<file path="src/hdl/bofe_pkg.sv">
// Shared constants and carrier types of the bit-oriented frame engine.
// Assumes a single 10 MHz clock and a synchronous active-high reset.
package bofe_pkg;
    // ========================================
    // Line patterns and counts
    localparam logic [7:0]  FLAG_PATTERN  = 8'h7E;
    localparam logic [7:0]  ABORT_PATTERN = 8'hFE;
    localparam int          STUFF_RUN     = 5;
    localparam int          ABORT_RUN     = 7;
    localparam int          IDLE_RUN      = 15;
    localparam int          RX_FIFO_DEPTH = 32;
    localparam int          TX_FIFO_DEPTH = 16;
    localparam int          MAX_PACKET    = 65535;
    // ========================================
    // Check sequence
    localparam logic [15:0] CRC_POLY_REV  = 16'h8408;
    localparam logic [15:0] CRC_PRESET    = 16'hFFFF;
    localparam logic [15:0] CRC_GOOD      = 16'hF0B8;
    // ========================================
    // Carriers
    typedef struct packed {
        logic [7:0] data;
        logic       last;
    } bofe_byte_t;

    typedef struct packed {
        logic       frame_ok;
        logic       crc_error;
        logic       aborted;
        logic       short_frame;
        logic       long_frame;
    } bofe_rx_status_t;

    typedef enum logic [2:0] {
        TX_IDLE,
        TX_OPEN,
        TX_DATA,
        TX_CRC,
        TX_CLOSE,
        TX_ABORT
    } bofe_tx_state_t;

    function automatic logic [15:0] bofe_crc_step(input logic [15:0] crc, input logic bit_in);
        logic fb;
        fb = crc[0] ^ bit_in;
        bofe_crc_step = fb ? ((crc >> 1) ^ CRC_POLY_REV) : (crc >> 1);
    endfunction
endpackage

</file>
<file path="src/hdl/bofe_fifo.sv">
// Synchronous FIFO with valid/ready on both sides.
// Assumes one clock; width and depth set by parameters.
`timescale 1ns/1ns
module bofe_fifo #(
    parameter int WIDTH = 9,
    parameter int DEPTH = 16
) (
    // Clock and reset
    input  wire logic             clk_in,
    input  wire logic             srst_in,
    // Fill side
    input  wire logic             in_valid_in,
    output logic                  in_ready_out,
    input  wire logic [WIDTH-1:0] in_data_in,
    // Drain side
    output logic                  out_valid_out,
    input  wire logic             out_ready_in,
    output logic [WIDTH-1:0]      out_data_out,
    input  wire logic             flush_in
);
    localparam int AW = $clog2(DEPTH);
    logic [WIDTH-1:0] mem [DEPTH];
    logic [AW-1:0]    wr_ptr;
    logic [AW-1:0]    rd_ptr;
    logic [AW:0]      count;
    logic             push;
    logic             pop;

    assign in_ready_out  = (count != (AW+1)'(DEPTH));
    assign out_valid_out = (count != '0);
    assign out_data_out  = mem[rd_ptr];
    assign push          = in_valid_in && in_ready_out;
    assign pop           = out_valid_out && out_ready_in;

    // ========================================
    // Storage
    always_ff @(posedge clk_in) begin
        if (push) begin
            mem[wr_ptr] <= in_data_in;
        end
    end

    // ========================================
    // Pointers, flush wins
    always_ff @(posedge clk_in) begin
        if (srst_in || flush_in) begin
            wr_ptr <= '0;
            rd_ptr <= '0;
            count  <= '0;
        end else begin
            if (push) begin
                wr_ptr <= (wr_ptr == AW'(DEPTH-1)) ? '0 : wr_ptr + 1'b1;
            end
            if (pop) begin
                rd_ptr <= (rd_ptr == AW'(DEPTH-1)) ? '0 : rd_ptr + 1'b1;
            end
            count <= count + (AW+1)'(push) - (AW+1)'(pop);
        end
    end

    fifo_bound_a: assert property (@(posedge clk_in) disable iff (srst_in)
        count <= (AW+1)'(DEPTH)) else $error("fifo count past depth");
endmodule

</file>
<file path="src/hdl/bofe_crc.sv">
// Bit-serial CCITT check sequence engine, LSB-first reflected form.
// Assumes the caller strobes only unstuffed packet bits.
`timescale 1ns/1ns
module bofe_crc (
    // Clock and reset
    input  wire logic        clk_in,
    input  wire logic        srst_in,
    // Control
    input  wire logic        init_in,
    input  wire logic        bit_valid_in,
    input  wire logic        bit_in,
    // Result
    output logic [15:0]      crc_out
);
    import bofe_pkg::*;

    // ========================================
    // Shift register, preset to all ones
    always_ff @(posedge clk_in) begin
        if (srst_in || init_in) begin
            crc_out <= CRC_PRESET;
        end else if (bit_valid_in) begin
            crc_out <= bofe_crc_step(crc_out, bit_in);
        end
    end

    crc_preset_a: assert property (@(posedge clk_in) disable iff (srst_in)
        init_in |=> crc_out == 16'hFFFF) else $error("crc not preset");
endmodule

</file>
<file path="src/hdl/bofe_engine.sv">
// Top of the bit-oriented frame engine: serial transmit and receive paths.
// Assumes line bits are synchronous to clk_in with a one-cycle bit strobe.
`timescale 1ns/1ns
module bofe_engine #(
    parameter int ADDR_LEN = 2,
    parameter int CTRL_LEN = 1
) (
    // Clock and reset
    input  wire logic                      clk_in,
    input  wire logic                      srst_in,
    // Configuration
    input  wire logic                      flag_fill_idle_in,
    input  wire logic                      ea_check_in,
    input  wire logic                      send_abort_in,
    // Transmit bus side (processor or DMA)
    input  wire logic                      tx_valid_in,
    input  wire bofe_pkg::bofe_byte_t      tx_byte_in,
    output logic                           tx_ready_out,
    // Receive bus side (processor or DMA)
    output logic                           rx_valid_out,
    output bofe_pkg::bofe_byte_t           rx_byte_out,
    input  wire logic                      rx_ready_in,
    // Serial line port
    input  wire logic                      bit_strobe_in,
    input  wire logic                      line_rx_in,
    output logic                           line_tx_out,
    // Status
    output logic                           tx_in_frame_out,
    output logic                           rx_in_frame_out,
    output logic                           ones_idle_out,
    output bofe_pkg::bofe_rx_status_t      rx_status_out,
    output logic                           rx_status_valid_out
);
    import bofe_pkg::*;

    // ========================================
    // Transmit FIFO
    logic       txf_valid;
    logic       txf_ready;
    logic [8:0] txf_data;
    logic       txf_ready_in;

    bofe_fifo #(.WIDTH(9), .DEPTH(TX_FIFO_DEPTH)) u_tx_fifo (
        .clk_in        (clk_in),
        .srst_in       (srst_in),
        .in_valid_in   (tx_valid_in && tx_ready_out),
        .in_ready_out  (txf_ready_in),
        .in_data_in    (tx_byte_in),
        .out_valid_out (txf_valid),
        .out_ready_in  (txf_ready),
        .out_data_out  (txf_data),
        .flush_in      (1'b0)
    );

    always_ff @(posedge clk_in) begin
        // Drops for one cycle after each accepted byte, so a registered ready never overstates room
        tx_ready_out <= srst_in ? 1'b0 : txf_ready_in && !(tx_valid_in && tx_ready_out);
    end

    // ========================================
    // Transmit sequencer
    bofe_tx_state_t tx_state;
    logic [7:0]  tx_shift;
    logic [2:0]  tx_bit;
    logic [2:0]  tx_ones;
    logic        tx_last;
    logic [15:0] tx_crc;
    logic [3:0]  tx_crc_bit;
    logic        tx_stuff_now;
    logic        tx_data_bit;
    logic        abort_pend;

    assign tx_stuff_now = (tx_ones == 3'(STUFF_RUN));
    assign tx_data_bit  = (tx_state == TX_CRC) ? ~tx_crc[tx_crc_bit] : tx_shift[tx_bit];

    always_ff @(posedge clk_in) begin
        if (srst_in) begin
            abort_pend <= 1'b0;
        end else if (send_abort_in && tx_state != TX_IDLE) begin
            abort_pend <= 1'b1;
        end else if (tx_state == TX_ABORT || tx_state == TX_IDLE) begin
            abort_pend <= 1'b0;
        end
    end

    logic tx_pop;
    assign tx_pop = bit_strobe_in && txf_valid && (
        (tx_state == TX_OPEN && tx_bit == 3'd7) ||
        (tx_state == TX_DATA && !tx_stuff_now && tx_bit == 3'd7 && !tx_last));
    assign txf_ready = tx_pop && !abort_pend;

    always_ff @(posedge clk_in) begin
        if (srst_in) begin
            tx_state    <= TX_IDLE;
            tx_shift    <= 8'hFF;
            tx_bit      <= 3'd0;
            tx_ones     <= 3'd0;
            tx_last     <= 1'b0;
            tx_crc      <= CRC_PRESET;
            tx_crc_bit  <= 4'd0;
            line_tx_out <= 1'b1;
        end else if (bit_strobe_in) begin
            case (tx_state)
                TX_IDLE: begin
                    line_tx_out <= flag_fill_idle_in ? FLAG_PATTERN[tx_bit] : 1'b1;
                    tx_bit      <= tx_bit + 3'd1;
                    if (tx_bit == 3'd7 && txf_valid) begin
                        tx_state <= TX_OPEN;
                    end
                end
                TX_OPEN: begin
                    line_tx_out <= FLAG_PATTERN[tx_bit];
                    tx_bit      <= tx_bit + 3'd1;
                    tx_crc      <= CRC_PRESET;
                    tx_ones     <= 3'd0;
                    if (tx_bit == 3'd7) begin
                        tx_shift <= txf_data[8:1];
                        tx_last  <= txf_data[0];
                        tx_state <= TX_DATA;
                    end
                end
                TX_DATA, TX_CRC: begin
                    if (abort_pend) begin
                        tx_state <= TX_ABORT;
                        tx_bit   <= 3'd0;
                    end else if (tx_stuff_now) begin
                        line_tx_out <= 1'b0;
                        tx_ones     <= 3'd0;
                    end else begin
                        line_tx_out <= tx_data_bit;
                        tx_ones     <= tx_data_bit ? tx_ones + 3'd1 : 3'd0;
                        if (tx_state == TX_DATA) begin
                            tx_crc <= bofe_crc_step(tx_crc, tx_data_bit);
                            tx_bit <= tx_bit + 3'd1;
                            if (tx_bit == 3'd7) begin
                                if (tx_last || !txf_valid) begin
                                    tx_state   <= TX_CRC;
                                    tx_crc_bit <= 4'd0;
                                end else begin
                                    tx_shift <= txf_data[8:1];
                                    tx_last  <= txf_data[0];
                                end
                            end
                        end else begin
                            tx_crc_bit <= tx_crc_bit + 4'd1;
                            if (tx_crc_bit == 4'd15) begin
                                tx_state <= TX_CLOSE;
                                tx_bit   <= 3'd0;
                            end
                        end
                    end
                end
                TX_CLOSE: begin
                    line_tx_out <= tx_stuff_now ? 1'b0 : FLAG_PATTERN[tx_bit];
                    tx_ones     <= 3'd0;
                    tx_bit      <= tx_stuff_now ? tx_bit : tx_bit + 3'd1;
                    if (tx_bit == 3'd7 && !tx_stuff_now) begin
                        tx_state <= TX_IDLE;
                    end
                end
                TX_ABORT: begin
                    line_tx_out <= ABORT_PATTERN[tx_bit];
                    tx_bit      <= tx_bit + 3'd1;
                    if (tx_bit == 3'd7) begin
                        tx_state <= TX_IDLE;
                    end
                end
                default: tx_state <= TX_IDLE;
            endcase
        end
    end

    // Abort frames leave the rest of the packet in the FIFO; it goes out as the next frame

    always_ff @(posedge clk_in) begin
        if (srst_in) begin
            tx_in_frame_out <= 1'b0;
        end else begin
            tx_in_frame_out <= tx_state inside {TX_OPEN, TX_DATA, TX_CRC, TX_CLOSE} && !abort_pend;
        end
    end

    tx_stuff_a: assert property (@(posedge clk_in) disable iff (srst_in)
        bit_strobe_in && tx_stuff_now && (tx_state == TX_DATA || tx_state == TX_CRC) && !abort_pend
        |=> !line_tx_out) else $error("missing stuffed zero");

    // ========================================
    // Receive line side: run detection and destuffing
    logic [7:0]  rx_win;
    logic [3:0]  rx_ones;
    logic        rx_flag;
    logic        rx_abort;
    logic        rx_stuffed;

    assign rx_flag    = ({line_rx_in, rx_win[7:1]} == FLAG_PATTERN);
    assign rx_abort   = line_rx_in && rx_ones >= 4'(ABORT_RUN - 1);
    assign rx_stuffed = !line_rx_in && rx_ones == 4'(STUFF_RUN);

    always_ff @(posedge clk_in) begin
        if (srst_in) begin
            rx_win        <= 8'h00;
            rx_ones       <= 4'd0;
            ones_idle_out <= 1'b0;
        end else if (bit_strobe_in) begin
            rx_win        <= {line_rx_in, rx_win[7:1]};
            rx_ones       <= line_rx_in ? ((rx_ones == 4'd15) ? rx_ones : rx_ones + 4'd1) : 4'd0;
            ones_idle_out <= line_rx_in && rx_ones >= 4'(IDLE_RUN - 1);
        end
    end

    // ========================================
    // Receive framing
    logic        rx_flag_seen;
    logic        rx_in_frame;
    logic [7:0]  rx_shift;
    logic [3:0]  rx_nbits;
    logic [16:0] rx_bytes;
    logic        rx_addr_done;
    logic [16:0] rx_min;
    logic        rxf_valid_in;
    logic        rxf_ready_in;
    logic [8:0]  rxf_data;
    logic [15:0] rx_crc;
    logic        rx_crc_init;
    logic        rx_crc_en;
    logic        rx_end;
    logic [15:0] rx_crc_snap;
    logic [15:0] rx_hold;

    assign rx_min      = 17'(ADDR_LEN + CTRL_LEN + 2);
    assign rx_crc_en   = bit_strobe_in && !rx_flag && !rx_abort && !rx_stuffed && (rx_flag_seen || rx_in_frame);
    assign rx_crc_init = bit_strobe_in && rx_flag;
    assign rx_end      = bit_strobe_in && rx_in_frame && (rx_flag || rx_abort);

    bofe_crc u_rx_crc (
        .clk_in       (clk_in),
        .srst_in      (srst_in),
        .init_in      (rx_crc_init),
        .bit_valid_in (rx_crc_en),
        .bit_in       (line_rx_in),
        .crc_out      (rx_crc)
    );

    // Flags only seen on the line side, so a flag closes rather than loads data bits
    always_ff @(posedge clk_in) begin
        if (srst_in) begin
            rx_flag_seen <= 1'b0;
            rx_in_frame  <= 1'b0;
            rx_shift     <= 8'h00;
            rx_nbits     <= 4'd0;
            rx_bytes     <= 17'd0;
            rx_addr_done <= 1'b0;
            rxf_valid_in <= 1'b0;
            rxf_data     <= 9'h000;
            rx_hold      <= 16'h0000;
            rx_crc_snap  <= CRC_PRESET;
        end else begin
            rxf_valid_in <= 1'b0;
            if (bit_strobe_in) begin
                if (rx_abort) begin
                    rx_flag_seen <= 1'b0;
                    rx_in_frame  <= 1'b0;
                end else if (rx_flag) begin
                    rx_flag_seen <= 1'b1;
                    rx_in_frame  <= 1'b0;
                    rx_nbits     <= 4'd0;
                    rx_bytes     <= 17'd0;
                    rx_addr_done <= 1'b0;
                    rx_crc_snap  <= CRC_PRESET;
                end else if (!rx_stuffed && (rx_flag_seen || rx_in_frame)) begin
                    rx_shift <= {line_rx_in, rx_shift[7:1]};
                    rx_nbits <= (rx_nbits == 4'd7) ? 4'd0 : rx_nbits + 4'd1;
                    if (rx_nbits == 4'd7) begin
                        rx_in_frame  <= 1'b1;
                        rx_flag_seen <= 1'b0;
                        rx_bytes     <= rx_bytes + 17'd1;
                        rx_crc_snap  <= bofe_crc_step(rx_crc, line_rx_in);
                        rx_hold      <= {line_rx_in, rx_shift[7:1], rx_hold[15:8]};
                        if (!rx_addr_done && (!ea_check_in || rx_shift[1])) begin
                            rx_addr_done <= 1'b1;
                        end
                        if (rx_bytes >= 17'd2) begin
                            rxf_valid_in <= 1'b1;
                            rxf_data     <= {rx_hold[7:0], 1'b0};
                        end
                    end
                end
            end
        end
    end

    // ========================================
    // End-of-frame status
    always_ff @(posedge clk_in) begin
        if (srst_in) begin
            rx_status_out       <= '0;
            rx_status_valid_out <= 1'b0;
        end else begin
            rx_status_valid_out <= rx_end;
            if (rx_end) begin
                rx_status_out.aborted     <= rx_abort;
                rx_status_out.short_frame <= !rx_abort && rx_bytes < rx_min;
                rx_status_out.long_frame  <= rx_bytes > 17'(MAX_PACKET);
                rx_status_out.crc_error   <= !rx_abort && rx_crc_snap != CRC_GOOD;
                rx_status_out.frame_ok    <= !rx_abort && rx_crc_snap == CRC_GOOD && rx_bytes >= rx_min
                                             && rx_addr_done;
            end
        end
    end

    always_ff @(posedge clk_in) begin
        rx_in_frame_out <= srst_in ? 1'b0 : rx_in_frame;
    end

    // ========================================
    // Receive FIFO; writes lag the line by two bytes, so the two trailing check bytes never enter it
    bofe_fifo #(.WIDTH(9), .DEPTH(RX_FIFO_DEPTH)) u_rx_fifo (
        .clk_in        (clk_in),
        .srst_in       (srst_in),
        .in_valid_in   (rxf_valid_in),
        .in_ready_out  (rxf_ready_in),
        .in_data_in    (rxf_data),
        .out_valid_out (rx_valid_out),
        .out_ready_in  (rx_ready_in),
        .out_data_out  (rx_byte_out),
        .flush_in      (1'b0)
    );

    rx_abort_a: assert property (@(posedge clk_in) disable iff (srst_in)
        bit_strobe_in && rx_in_frame && rx_abort |=> !rx_in_frame) else $error("abort kept frame");
    rx_close_a: assert property (@(posedge clk_in) disable iff (srst_in)
        rx_end |=> rx_status_valid_out ##1 !rx_in_frame_out) else $error("close not reported");
    crc_report_a: assert property (@(posedge clk_in) disable iff (srst_in)
        rx_end && !rx_abort && rx_crc_snap != CRC_GOOD |=> rx_status_out.crc_error) else $error("crc error lost");
    idle_ones_a: assert property (@(posedge clk_in) disable iff (srst_in)
        tx_state == TX_IDLE && !flag_fill_idle_in && bit_strobe_in |=> line_tx_out) else $error("idle not ones");
    abort_send_a: assert property (@(posedge clk_in) disable iff (srst_in)
        bit_strobe_in && tx_state == TX_ABORT && tx_bit != 3'd0 |=> line_tx_out) else $error("abort bits wrong");
    tx_frame_a: assert property (@(posedge clk_in) disable iff (srst_in)
        tx_state == TX_OPEN && !abort_pend |=> tx_in_frame_out) else $error("tx in-frame late");
    seven_ones_a: assert property (@(posedge clk_in) disable iff (srst_in)
        bit_strobe_in && line_rx_in && rx_ones == 4'd6 |-> rx_abort) else $error("abort missed");
endmodule

</file>
<file path="config.mk">
export PLATFORM = sky130hd
export DESIGN_NAME = bofe_engine
export DESIGN_NICKNAME = d
export VERILOG_FILES = /design/src/hdl/bofe_pkg.sv /design/src/hdl/bofe_fifo.sv /design/src/hdl/bofe_crc.sv /design/src/hdl/bofe_engine.sv
export SDC_FILE = /design/constraint.sdc
export NUM_CORES = 1
export LEC_CHECK = 0
export BUFFER_PORTS_ARGS = -buffer_cell sky130_fd_sc_hd__buf_4
export CAP_MARGIN = 25
export CORE_AREA = 2 2 261 263
export DETAILED_ROUTE_END_ITERATION = 16
export DIE_AREA = 0 0 263 265
export GPL_TIMING_DRIVEN = 0
export PLACE_DENSITY = 0.62
export SYNTH_ARGS = -nofsm -noshare
export SYNTH_HDL_FRONTEND = slang
export SYNTH_SLANG_ARGS = --single-unit
export TNS_END_PERCENT = 10
</file>
<file path="constraint.sdc">
create_clock -name clk_in -period 6.1 [get_ports clk_in]
set_input_delay 0.305 -clock clk_in [delete_from_list [all_inputs] [get_ports clk_in]]
set_output_delay 0.305 -clock clk_in [all_outputs]
set_load 0.03 [all_outputs]
</file>
Yosys cells after proc, flatten, opt, wreduce, memory -nomap -nowiden
Memory sizes are Yosys's and may differ from the RTL's. A register that Yosys moved wholly into a read port is not among the register bits.
Index checks and enable logic that the tools add are counted.
{"block": "word_totals", "register_bits": 180, "ram_bits": 400, "romBits": 16, "input_bits": 18, "out_inout_bits": 21, "mem_count": 4}
{"name": "u_rx_fifo.mem", "depth": 32, "word_bits": 8, "rd": 1, "rd_ports_with_merged_regs": 1, "wr": 1, "line_no": "bofe_fifo.sv:22", "rtl": "logic [WIDTH-1:0] mem [DEPTH];"}
{"name": "u_tx_fifo.mem", "depth": 16, "word_bits": 9, "rd": 1, "rd_ports_with_merged_regs": 1, "wr": 1, "line_no": "bofe_fifo.sv:22"}
{"name": "(name not given)", "depth": 8, "word_bits": 1, "rd": 1, "rd_ports_with_merged_regs": 1, "wr": 0, "line_no": "bofe_engine.sv:162", "rtl": "line_tx_out <= ABORT_PATTERN[tx_bit];"}
{"name": "(name not given)", "depth": 8, "word_bits": 1, "rd": 1, "rd_ports_with_merged_regs": 1, "wr": 0, "line_no": "bofe_engine.sv:154", "rtl": "line_tx_out <= tx_stuff_now ? 1'b0 : FLAG_PATTERN[tx_bit];"}
{"block": "classes", "addsub": 14, "order_cmp": 8, "n_eq_ne": 37, "mux": 98, "bitwise": 12, "n_reduce_logical": 86}
{"operator": "$mux 16", "n": 8}
{"operator": "$mux 3", "n": 22}
{"operator": "$mux 17", "n": 3}
{"operator": "$mux 4", "n": 12}
{"operator": "$mux 8", "n": 6}
{"operator": "$logic_and 1x1->1", "n": 34}
{"operator": "$mux 1", "n": 34}
{"operator": "$pmux 16 s2", "n": 1}
{"operator": "$ne 2x2->1 const B", "n": 11}
{"operator": "$add 4x1->4 const B", "n": 5}
{"operator": "$mux 5", "n": 4}
{"operator": "$reduce_and 5->1", "n": 4}
{"operator": "$add 17x1->17 const B", "n": 1}
{"operator": "$ge 17x2->1 const B", "n": 1}
{"operator": "$ge 17x3->1 const B", "n": 1}
{"operator": "$gt 17x16->1 const B", "n": 1}
{"operator": "$lt 17x3->1 const B", "n": 1}
{"operator": "$eq 16x16->1 const B", "n": 1}
{"operator": "$eq 4x4->1 const B", "n": 4}
{"operator": "$ne 16x16->1 const B", "n": 1}
{"operator": "$pmux 8 s2", "n": 1}
{"operator": "$pmux 3 s5", "n": 1}
{"operator": "$eq 3x3->1 const B", "n": 4}
{"operator": "$ne 4x4->1 const B", "n": 3}
{"operator": "45 further kinds", "n": 91}

Depth between registers and ports, before layout
Gate-level depths: netlist of run 1.
{"block": "depth", "word_depth": 11, "depth_mapped": 17, "ltp_nobuf": 17}

Hierarchy
A second synthesis of run 1 with hierarchy kept.
{"block": "unflattened", "hier_cells": 1780, "hier_area_um2": 25569.5}
{"module": "bofe_fifo (u_rx_fifo)", "n_inst": 1, "cells_each": 684, "area_per_inst_um2": 12241.7, "seq_area_each_um2": 9068.7}
{"module": "bofe_fifo (u_tx_fifo)", "n_inst": 1, "cells_each": 331, "area_per_inst_um2": 6444.9, "seq_area_each_um2": 4664.5}
{"module": "bofe_engine", "n_inst": 1, "cells_each": 709, "area_per_inst_um2": 6258.5, "seq_area_each_um2": 2702.6}
{"module": "bofe_crc", "n_inst": 1, "cells_each": 56, "area_per_inst_um2": 624.3, "seq_area_each_um2": 320.3}

Worst setup path after synthesis of run 1
No wires, ideal clock.
{"block": "synth_path", "path_kind": "register to register", "start": "reg u_tx_fifo.count[2]", "end": "reg u_tx_fifo.count[4]", "setup_time_ps": 132, "arrival_ps": 2632, "required_ps": 5968, "path_slack_ps": 3336, "path_stages_with_launch": 16, "n_path_buf": 0, "path_cell_list": "dfxtp_1 -> inv_1 -> ha_1 -> nor4b_1 -> nand2b_1 -> nor4_2 -> ha_1 -> inv_1 -> ha_1 -> inv_1 -> fa_1 -> inv_1 -> a21oi_1 -> nor2_1 -> or3_1 -> a21oi_1"}
{"block": "synth_between", "elab_chain_len": 6, "elab_cells_between_ends": 9, "cone_classes": "add/sub: 2; eq/ne: 1; reduce/logical: 6"}
{"element": "start, declared", "line_no": "bofe_fifo.sv:25", "rtl": "logic [AW:0] count;"}
{"element": "start signal, assigned", "line_no": "bofe_fifo.sv:57", "rtl": "count <= count + (AW+1)'(push) - (AW+1)'(pop);"}
{"element": "parallel branches: the longest is 5 deep, another holds $add 5x1->5"}
{"element": "$sub 5x1->5 *", "line_no": "bofe_fifo.sv:57"}
Every way passes the cells marked *.
A chain may end at the register's enable or synchronous reset.

==> flow_summary.ini, run 1 <==
[status]
status = finished clean

[power]
peakVddDrop_uv = 235
power.internal_mw = 7.04
combPwrFrac_pct = 11.8
p_leak_nw = 9.25
total_power_mw = 9.19
p_sw_mw = 2.15
clkPwrFrac_pct = 41.0
power.density_mw_per_mm2 = 333
swShare_pct = 23.4
pwr-share-seq_pct = 47.2

[cts]
cts_tree = yes
clock_path_buffers = 3
numCtsBuffers = 60
ctsResizeCount = 0
numClockSinks = 589
htree_levels = 2
clk_pin_slew_ps = 60
clk_latency_ps = 630
clock-root-buffer = clkbuf_16
cts_setup_buffers = 0

[min_path]
hold_start = srst_in
min-delay-path-class = in -> reg

[routing]
ant_nets = 0
wl_per_cell_um = 19.4
drtPass1Iterations = 5
drt_iter0_markers = 1240
drc = 0
vias = 13600
drt_wl_total_um = 51400
viasPerCell = 5.16

[global_route]
grt_usage_pct = 14.8
grt_max_degree = 34
grt_pass1_wl_um = 80100
gr-total-overflow = 0
antenna_found_initial = 0
grt_pass1_vias = 13700

[placed_design]
port_buffers = 36
place_area_mm2 = 0.0254
dp_cells = 2516
detailedPlace.worstSlack_ps = 2810
dp_hpwl_um = 34900
gp_congestion = 0.833

[cells_and_area]
fin_area_mm2 = 0.0276
mostFrequentLayoutCells = edfxtp_1, dfxtp_1, nor2_1
n_antenna_cell = 0
area_growth_pct = 15.9
drive_gt1_share_pct = 19.0
nets = 1778
stdcell_count = 2641
final_common_cell = edfxtp_1
final_util_pct = 41.3

[yosys]
synth_area_leaders = edfxtp_1, dfxtp_1, mux4_2
syn_inst = 1591
synth_fp_nets = 1651
synth_top_area_share_pct = 50.4
synth_xor_area_share_pct = 0.992
synth_mux_area_share_pct = 14.4
synth.distinct_cells = 76
seq_area_frac_synth_pct = 66.3
synthSimpleGateAreaFrac_pct = 8.85
syn_area_mm2 = 0.0238
synth.avg_cell_area_um2 = 15.0
synthFlopType = edfxtp_1
yosys_warnings = 0
ys_ff_latch = 589
synth_edf_count = 400
postSynth.asyncResetShare_pct = 0
synth_compound_gate_area_share_pct = 4.96
synth_top_family_by_area = multiplexers
synthAdderAreaFrac_pct = 2.27
synth_top_area_cell = edfxtp_1

[die]
die_area_mm2 = 0.0697
fp.dieW_um = 263
core_mm2 = 0.0668
num_rows = 95
initial_core_util_pct = 35.7
num_io_pins = 39
die_y_um = 265

[critical_path]
cp_max_fo = 10
crit_chain = clkbuf_1 > clkbuf_1 > mux4_2 > mux4_2 > mux2_2 > buf_4
cp_data_arrival_time_ps = 3640
crit_path_start_kind = flop
cp_slowest_cell = clkbuf_1
worstPathRequired_ps = 5790
crit_type = reg -> out
rr_startpoint = u_tx_fifo.count[3]
critPathMaxStageDelay_ps = 630
endpoint_kind = output port

[sta]
slew_viol_final = 0
setup_violations = 0
relSlewSlack_pct = 31.5
min_period_ps = 3940
finalSetupTns_ps = 0
fin_ws_ps = 2160
worst-slew-pin-transition_ps = 1020
whs_ps = 58.1
skew_ps = 19.6
hold_viol = 0
rsz0062_at_grt = false
fmax_ghz = 0.254
final.period_utilization_pct = 64.6

[flow_run]
max-cap-violations = 0
## worst paths after layout
path / endpoint / slack, ps / cells past startpoint
hold reg to reg: rx_status_out[0] / 460 / 2
setup reg to reg: u_tx_fifo.count[4] / 2900 / 15
hold / removal: u_rx_crc.crc_out[0] / 60 / 3
setup / recovery: rx_byte_out[6] / 2160 / 6
## cells by family after synthesis
family                     after synthesis
buffers and inverters                  129
adders and majority gates               42
DFF                                    589
muxes                                  180
and+or+nand+nor                        447
AOI/OAI and AO/OA                      176
xor gates and xnor gates                27
other                                    1
## sequential cells by signal, summed over array words and instances (netlist names), 8 cells and up, named ones only
name / cells
u_rx_crc.crc_out: 16
u_rx_fifo.mem: 256
rxf_data: 8
rx_hold: 16
tx_shift: 8
rx_bytes: 17
tx_crc: 16
u_tx_fifo.mem: 144
rx_crc_snap: 16
## worst max-delay path, delay by kind of cell, from the launching register on
family / cells / cell delay [ps]
buffers and inverters: 3 / 1410
flip-flops: 1 / 300
multiplexers: 3 / 1280
## synth_stat cells (3+ instances only)
library cell  instances
nor2_1              176
mux2i_1              40
xnor2_1              16
o21ai_0              12
nand3_1              29
xor2_1               11
a22oi_1               5
nand2b_1             10
o32ai_1               3
mux4_2              129
nand3b_1              5
nand2_1              97
a211o_1              11
o21ai_1               8
o21bai_1             15
nor4_1                7
a21o_1                4
and2_1                5
clkbuf_1             46
buf_1                14
ha_1                 40
nand4_1              11
and3_1                5
or2_1                 3
buf_2                24
o21a_1                5
a21oi_1              59
o211ai_1              4
nor2b_1              16
o22a_1               15
or4_1                 7
inv_1                39
or3_1                16
a31oi_1              14
and4_1                3
edfxtp_1            400
dfxtp_1             189
nor3_1               36
mux2_2                9
## routing by layer
metal	GRT usage, %	up-vias	part of all wire (%)
met3	2.39	73	5.0
met2	24.6	324	49
li1	-	6312	-
met4	4.06	0	2.1
met5	0	-	0
met1	20.1	6929	44
## layout make-up
class                           count  area (um2)
Timing Repair Buffer               65         643
Sequential cell                   589       15800
Tap cell                          873        1090
Clock buffer                       81        1650
Fill cell                        6026       39200
Multi-Input combinational cell    873        7520
Clock inverter                     31         394
Buffer                             87         372
Inverter                           42         158
## power groups by stage
stage	Combinational, mW	Sequential (mW)	Clock (mW)
final	1.09	4.34	3.77
after global routing	1.19	4.34	4.01
after CTS	1.09	4.34	3.86
after detailed placement	1.08	4.42	0
after global placement	1.07	4.42	0
after floorplan	0.769	4.42	0
## repair_timing
action | in CTS | in global routing
setup endpoints to repair | 0 | 0
endpoints found under the hold margin | 146 | 0
hold buffers | 11 | 0
No activity file was read; power rests on OpenSTA's default activity.
==> run 2, diff against run 1 <==
==> constraint.sdc (replaced) <==
create_clock -name clk_in -period 4.1 [get_ports clk_in]
set_input_delay 0.205 -clock clk_in [delete_from_list [all_inputs] [get_ports clk_in]]
set_output_delay 0.205 -clock clk_in [all_outputs]
set_load 0.03 [all_outputs]
==> run 2 against run 1 <==
Non-clock buffer count increased by 3. Design area increased by 0.11%. Sequential cell count unchanged. Via count increased by 0.34%. Critical path type unchanged. Sequential power increased by 49%. Routed wire length increased by 0.17%. Die area unchanged. Total power increased by 49%. Register-to-register slack got worse by 2000 ps. Core utilization about the same. First-iteration DRC count decreased by 1.7%. Combinational power increased by 50%.
==> flow_summary.ini, run 2 (same netlist as run 1, synthesis figures left out) <==
[status]
status = finished clean

[power]
power.density_mw_per_mm2 = 495
swShare_pct = 23.6
clkPwrFrac_pct = 41.0
power.internal_mw = 10.5
peakVddDrop_uv = 347
p_sw_mw = 3.24
pwr-share-seq_pct = 47.1
combPwrFrac_pct = 11.9
p_leak_nw = 8.97

[cts]
numClockSinks = 589
clk_pin_slew_ps = 60
clock_path_buffers = 3
htree_levels = 2
cts_setup_buffers = 0
clk_latency_ps = 630
cts_tree = yes
clock-root-buffer = clkbuf_16
numCtsBuffers = 60

[sta]
worst-slew-pin-transition_ps = 1030
fmax_ghz = 0.260
finalSetupTns_ps = 0
relSlewSlack_pct = 31.4
slew_viol_final = 0
fin_ws_ps = 261
hold_viol = 0
min_period_ps = 3840
rsz0062_at_grt = false
final.period_utilization_pct = 93.6
skew_ps = 21.4
setup_violations = 0

[critical_path]
crit_path_start_kind = flop
reg2reg_slack_ps = 900
crit_chain = clkbuf_1 > clkbuf_1 > mux4_2 > mux4_2 > mux2_2 > buf_4
cp_slowest_cell = clkbuf_1
cpLargestDelayFamily = buffers and inverters
crit_type = reg -> out
rr_startpoint = u_tx_fifo.count[3]
cp_data_arrival_time_ps = 3630
reg2regPathDepth = 15
cp_max_fo = 10
critPathBufInv = 3
endpoint_kind = output port
worstPathRequired_ps = 3890
critPathMaxStageDelay_ps = 650
r2r_end = u_tx_fifo.count[4]

[cells_and_area]
drive_gt1_share_pct = 19.0
final_common_cell = edfxtp_1
regMostFlops = u_rx_fifo.mem
multiInputGateArea_mm2 = 0.00752
n_antenna_cell = 0
largest_reg_flops = 256
top_regs = u_rx_fifo.mem (256), u_tx_fifo.mem (144), rx_bytes (17)
area_growth_pct = 16.0
mostFrequentLayoutCells = edfxtp_1, dfxtp_1, nor2_1
nFillCells = 6024
seq_area_mm2 = 0.0158
nets = 1781

[routing]
drtPass1Iterations = 6
drt_wl_total_um = 51400
ant_nets = 0
vias = 13700
drt_iter0_markers = 1219
viasPerCell = 5.18
wl_per_cell_um = 19.5
drc = 0

[die]
initial_core_util_pct = 35.7
die_y_um = 265
num_rows = 95
num_io_pins = 39
fp.dieW_um = 263
die_area_mm2 = 0.0697
core_mm2 = 0.0668

[global_route]
grt_pass1_wl_um = 80100
gr-total-overflow = 0
grt_usage_pct = 14.8
use_met2_pct = 24.6
busiest_layer = met2
antenna_found_initial = 0
grt_max_degree = 34
grt_pass1_vias = 13700
met3_usage_pct = 2.39
use_met1_pct = 20.1

[min_path]
whs_path_depth = 4
hold_path_end = u_rx_fifo.rd_ptr[4]
min-delay-path-class = in -> reg
hold_start = rx_ready_in

[flow_run]
max-cap-violations = 0

[placed_design]
detailedPlace.worstSlack_ps = 906
gp_congestion = 0.833
dp_hpwl_um = 34900
port_buffers = 36
run 2: area by class of cell:
cell class	count	share of cell area [%]
flip-flops and latches	589	57.1
multi-input cells	873	27.2
clock buffers	81	5.96
well taps	873	3.95
repair buffers	68	2.43
clock inverters	31	1.43
plain buffers	87	1.34
inverters	42	0.570
run 2: per-stage QoR:
| stage | utilization (%) | total power, mW | hold slack, ps | std cells | instance area, um2 |
|---|---|---|---|---|---|
| floorplan | - | 7.71 | 304 | 1591 | 23800 |
| global placement | 37.7 | 8.17 | 451 | 2500 | 25200 |
| detailed placement | 38.1 | 8.20 | 456 | 2516 | 25400 |
| CTS | 41.3 | 13.8 | 103 | 2642 | 27600 |
| global route | 41.4 | 14.2 | 157 | 2644 | 27600 |
| finish | 41.4 | 13.7 | 139 | 2644 | 27600 |
run 2: timing repair:
action                                 in CTS  in global routing
endpoints found under the hold margin     155                  0
gates resized for setup                     0                  0
hold buffers                               14                  0
run 2: worst max-delay path by stage:
stage	start	endpoint	slack (ps)	cells after the start
after floorplan	u_tx_fifo.count[2]	u_tx_fifo.count[4]	1340	15
after global placement	u_tx_fifo.count[2]	u_tx_fifo.mem[3][5]	670	6
after detailed placement	flop	rx_byte_out[1]	910	6
after global routing	flop	rx_byte_out[6]	180	6
after CTS	flop	rx_byte_out[1]	230	6
final	flop	rx_byte_out[2]	260	6
run 2: power by group through the flow:
| stage | logic [mW] | clock network, mW | registers, mW |
|---|---|---|---|
| 5_1_grt | 1.77 | 5.97 | 6.46 |
| 2_1_floorplan | 1.14 | 0 | 6.57 |
| 6_report | 1.63 | 5.61 | 6.45 |
| 4_1_cts | 1.64 | 5.74 | 6.45 |
| 3_3_place_gp | 1.59 | 0 | 6.57 |
| 3_5_place_dp | 1.62 | 0 | 6.58 |
run 2: tightest hold or removal path, cell delays in order:
cell	delay, ps
buf_4	110
nand2_1	180
nand2_1	120
a21oi_1	80
run 2: layer usage:
metal,vias up,routed length [um]
li1,6316,-
met1,6929,22600
met2,365,25000
met3,74,2720
met4,0,1080
met5,-,0
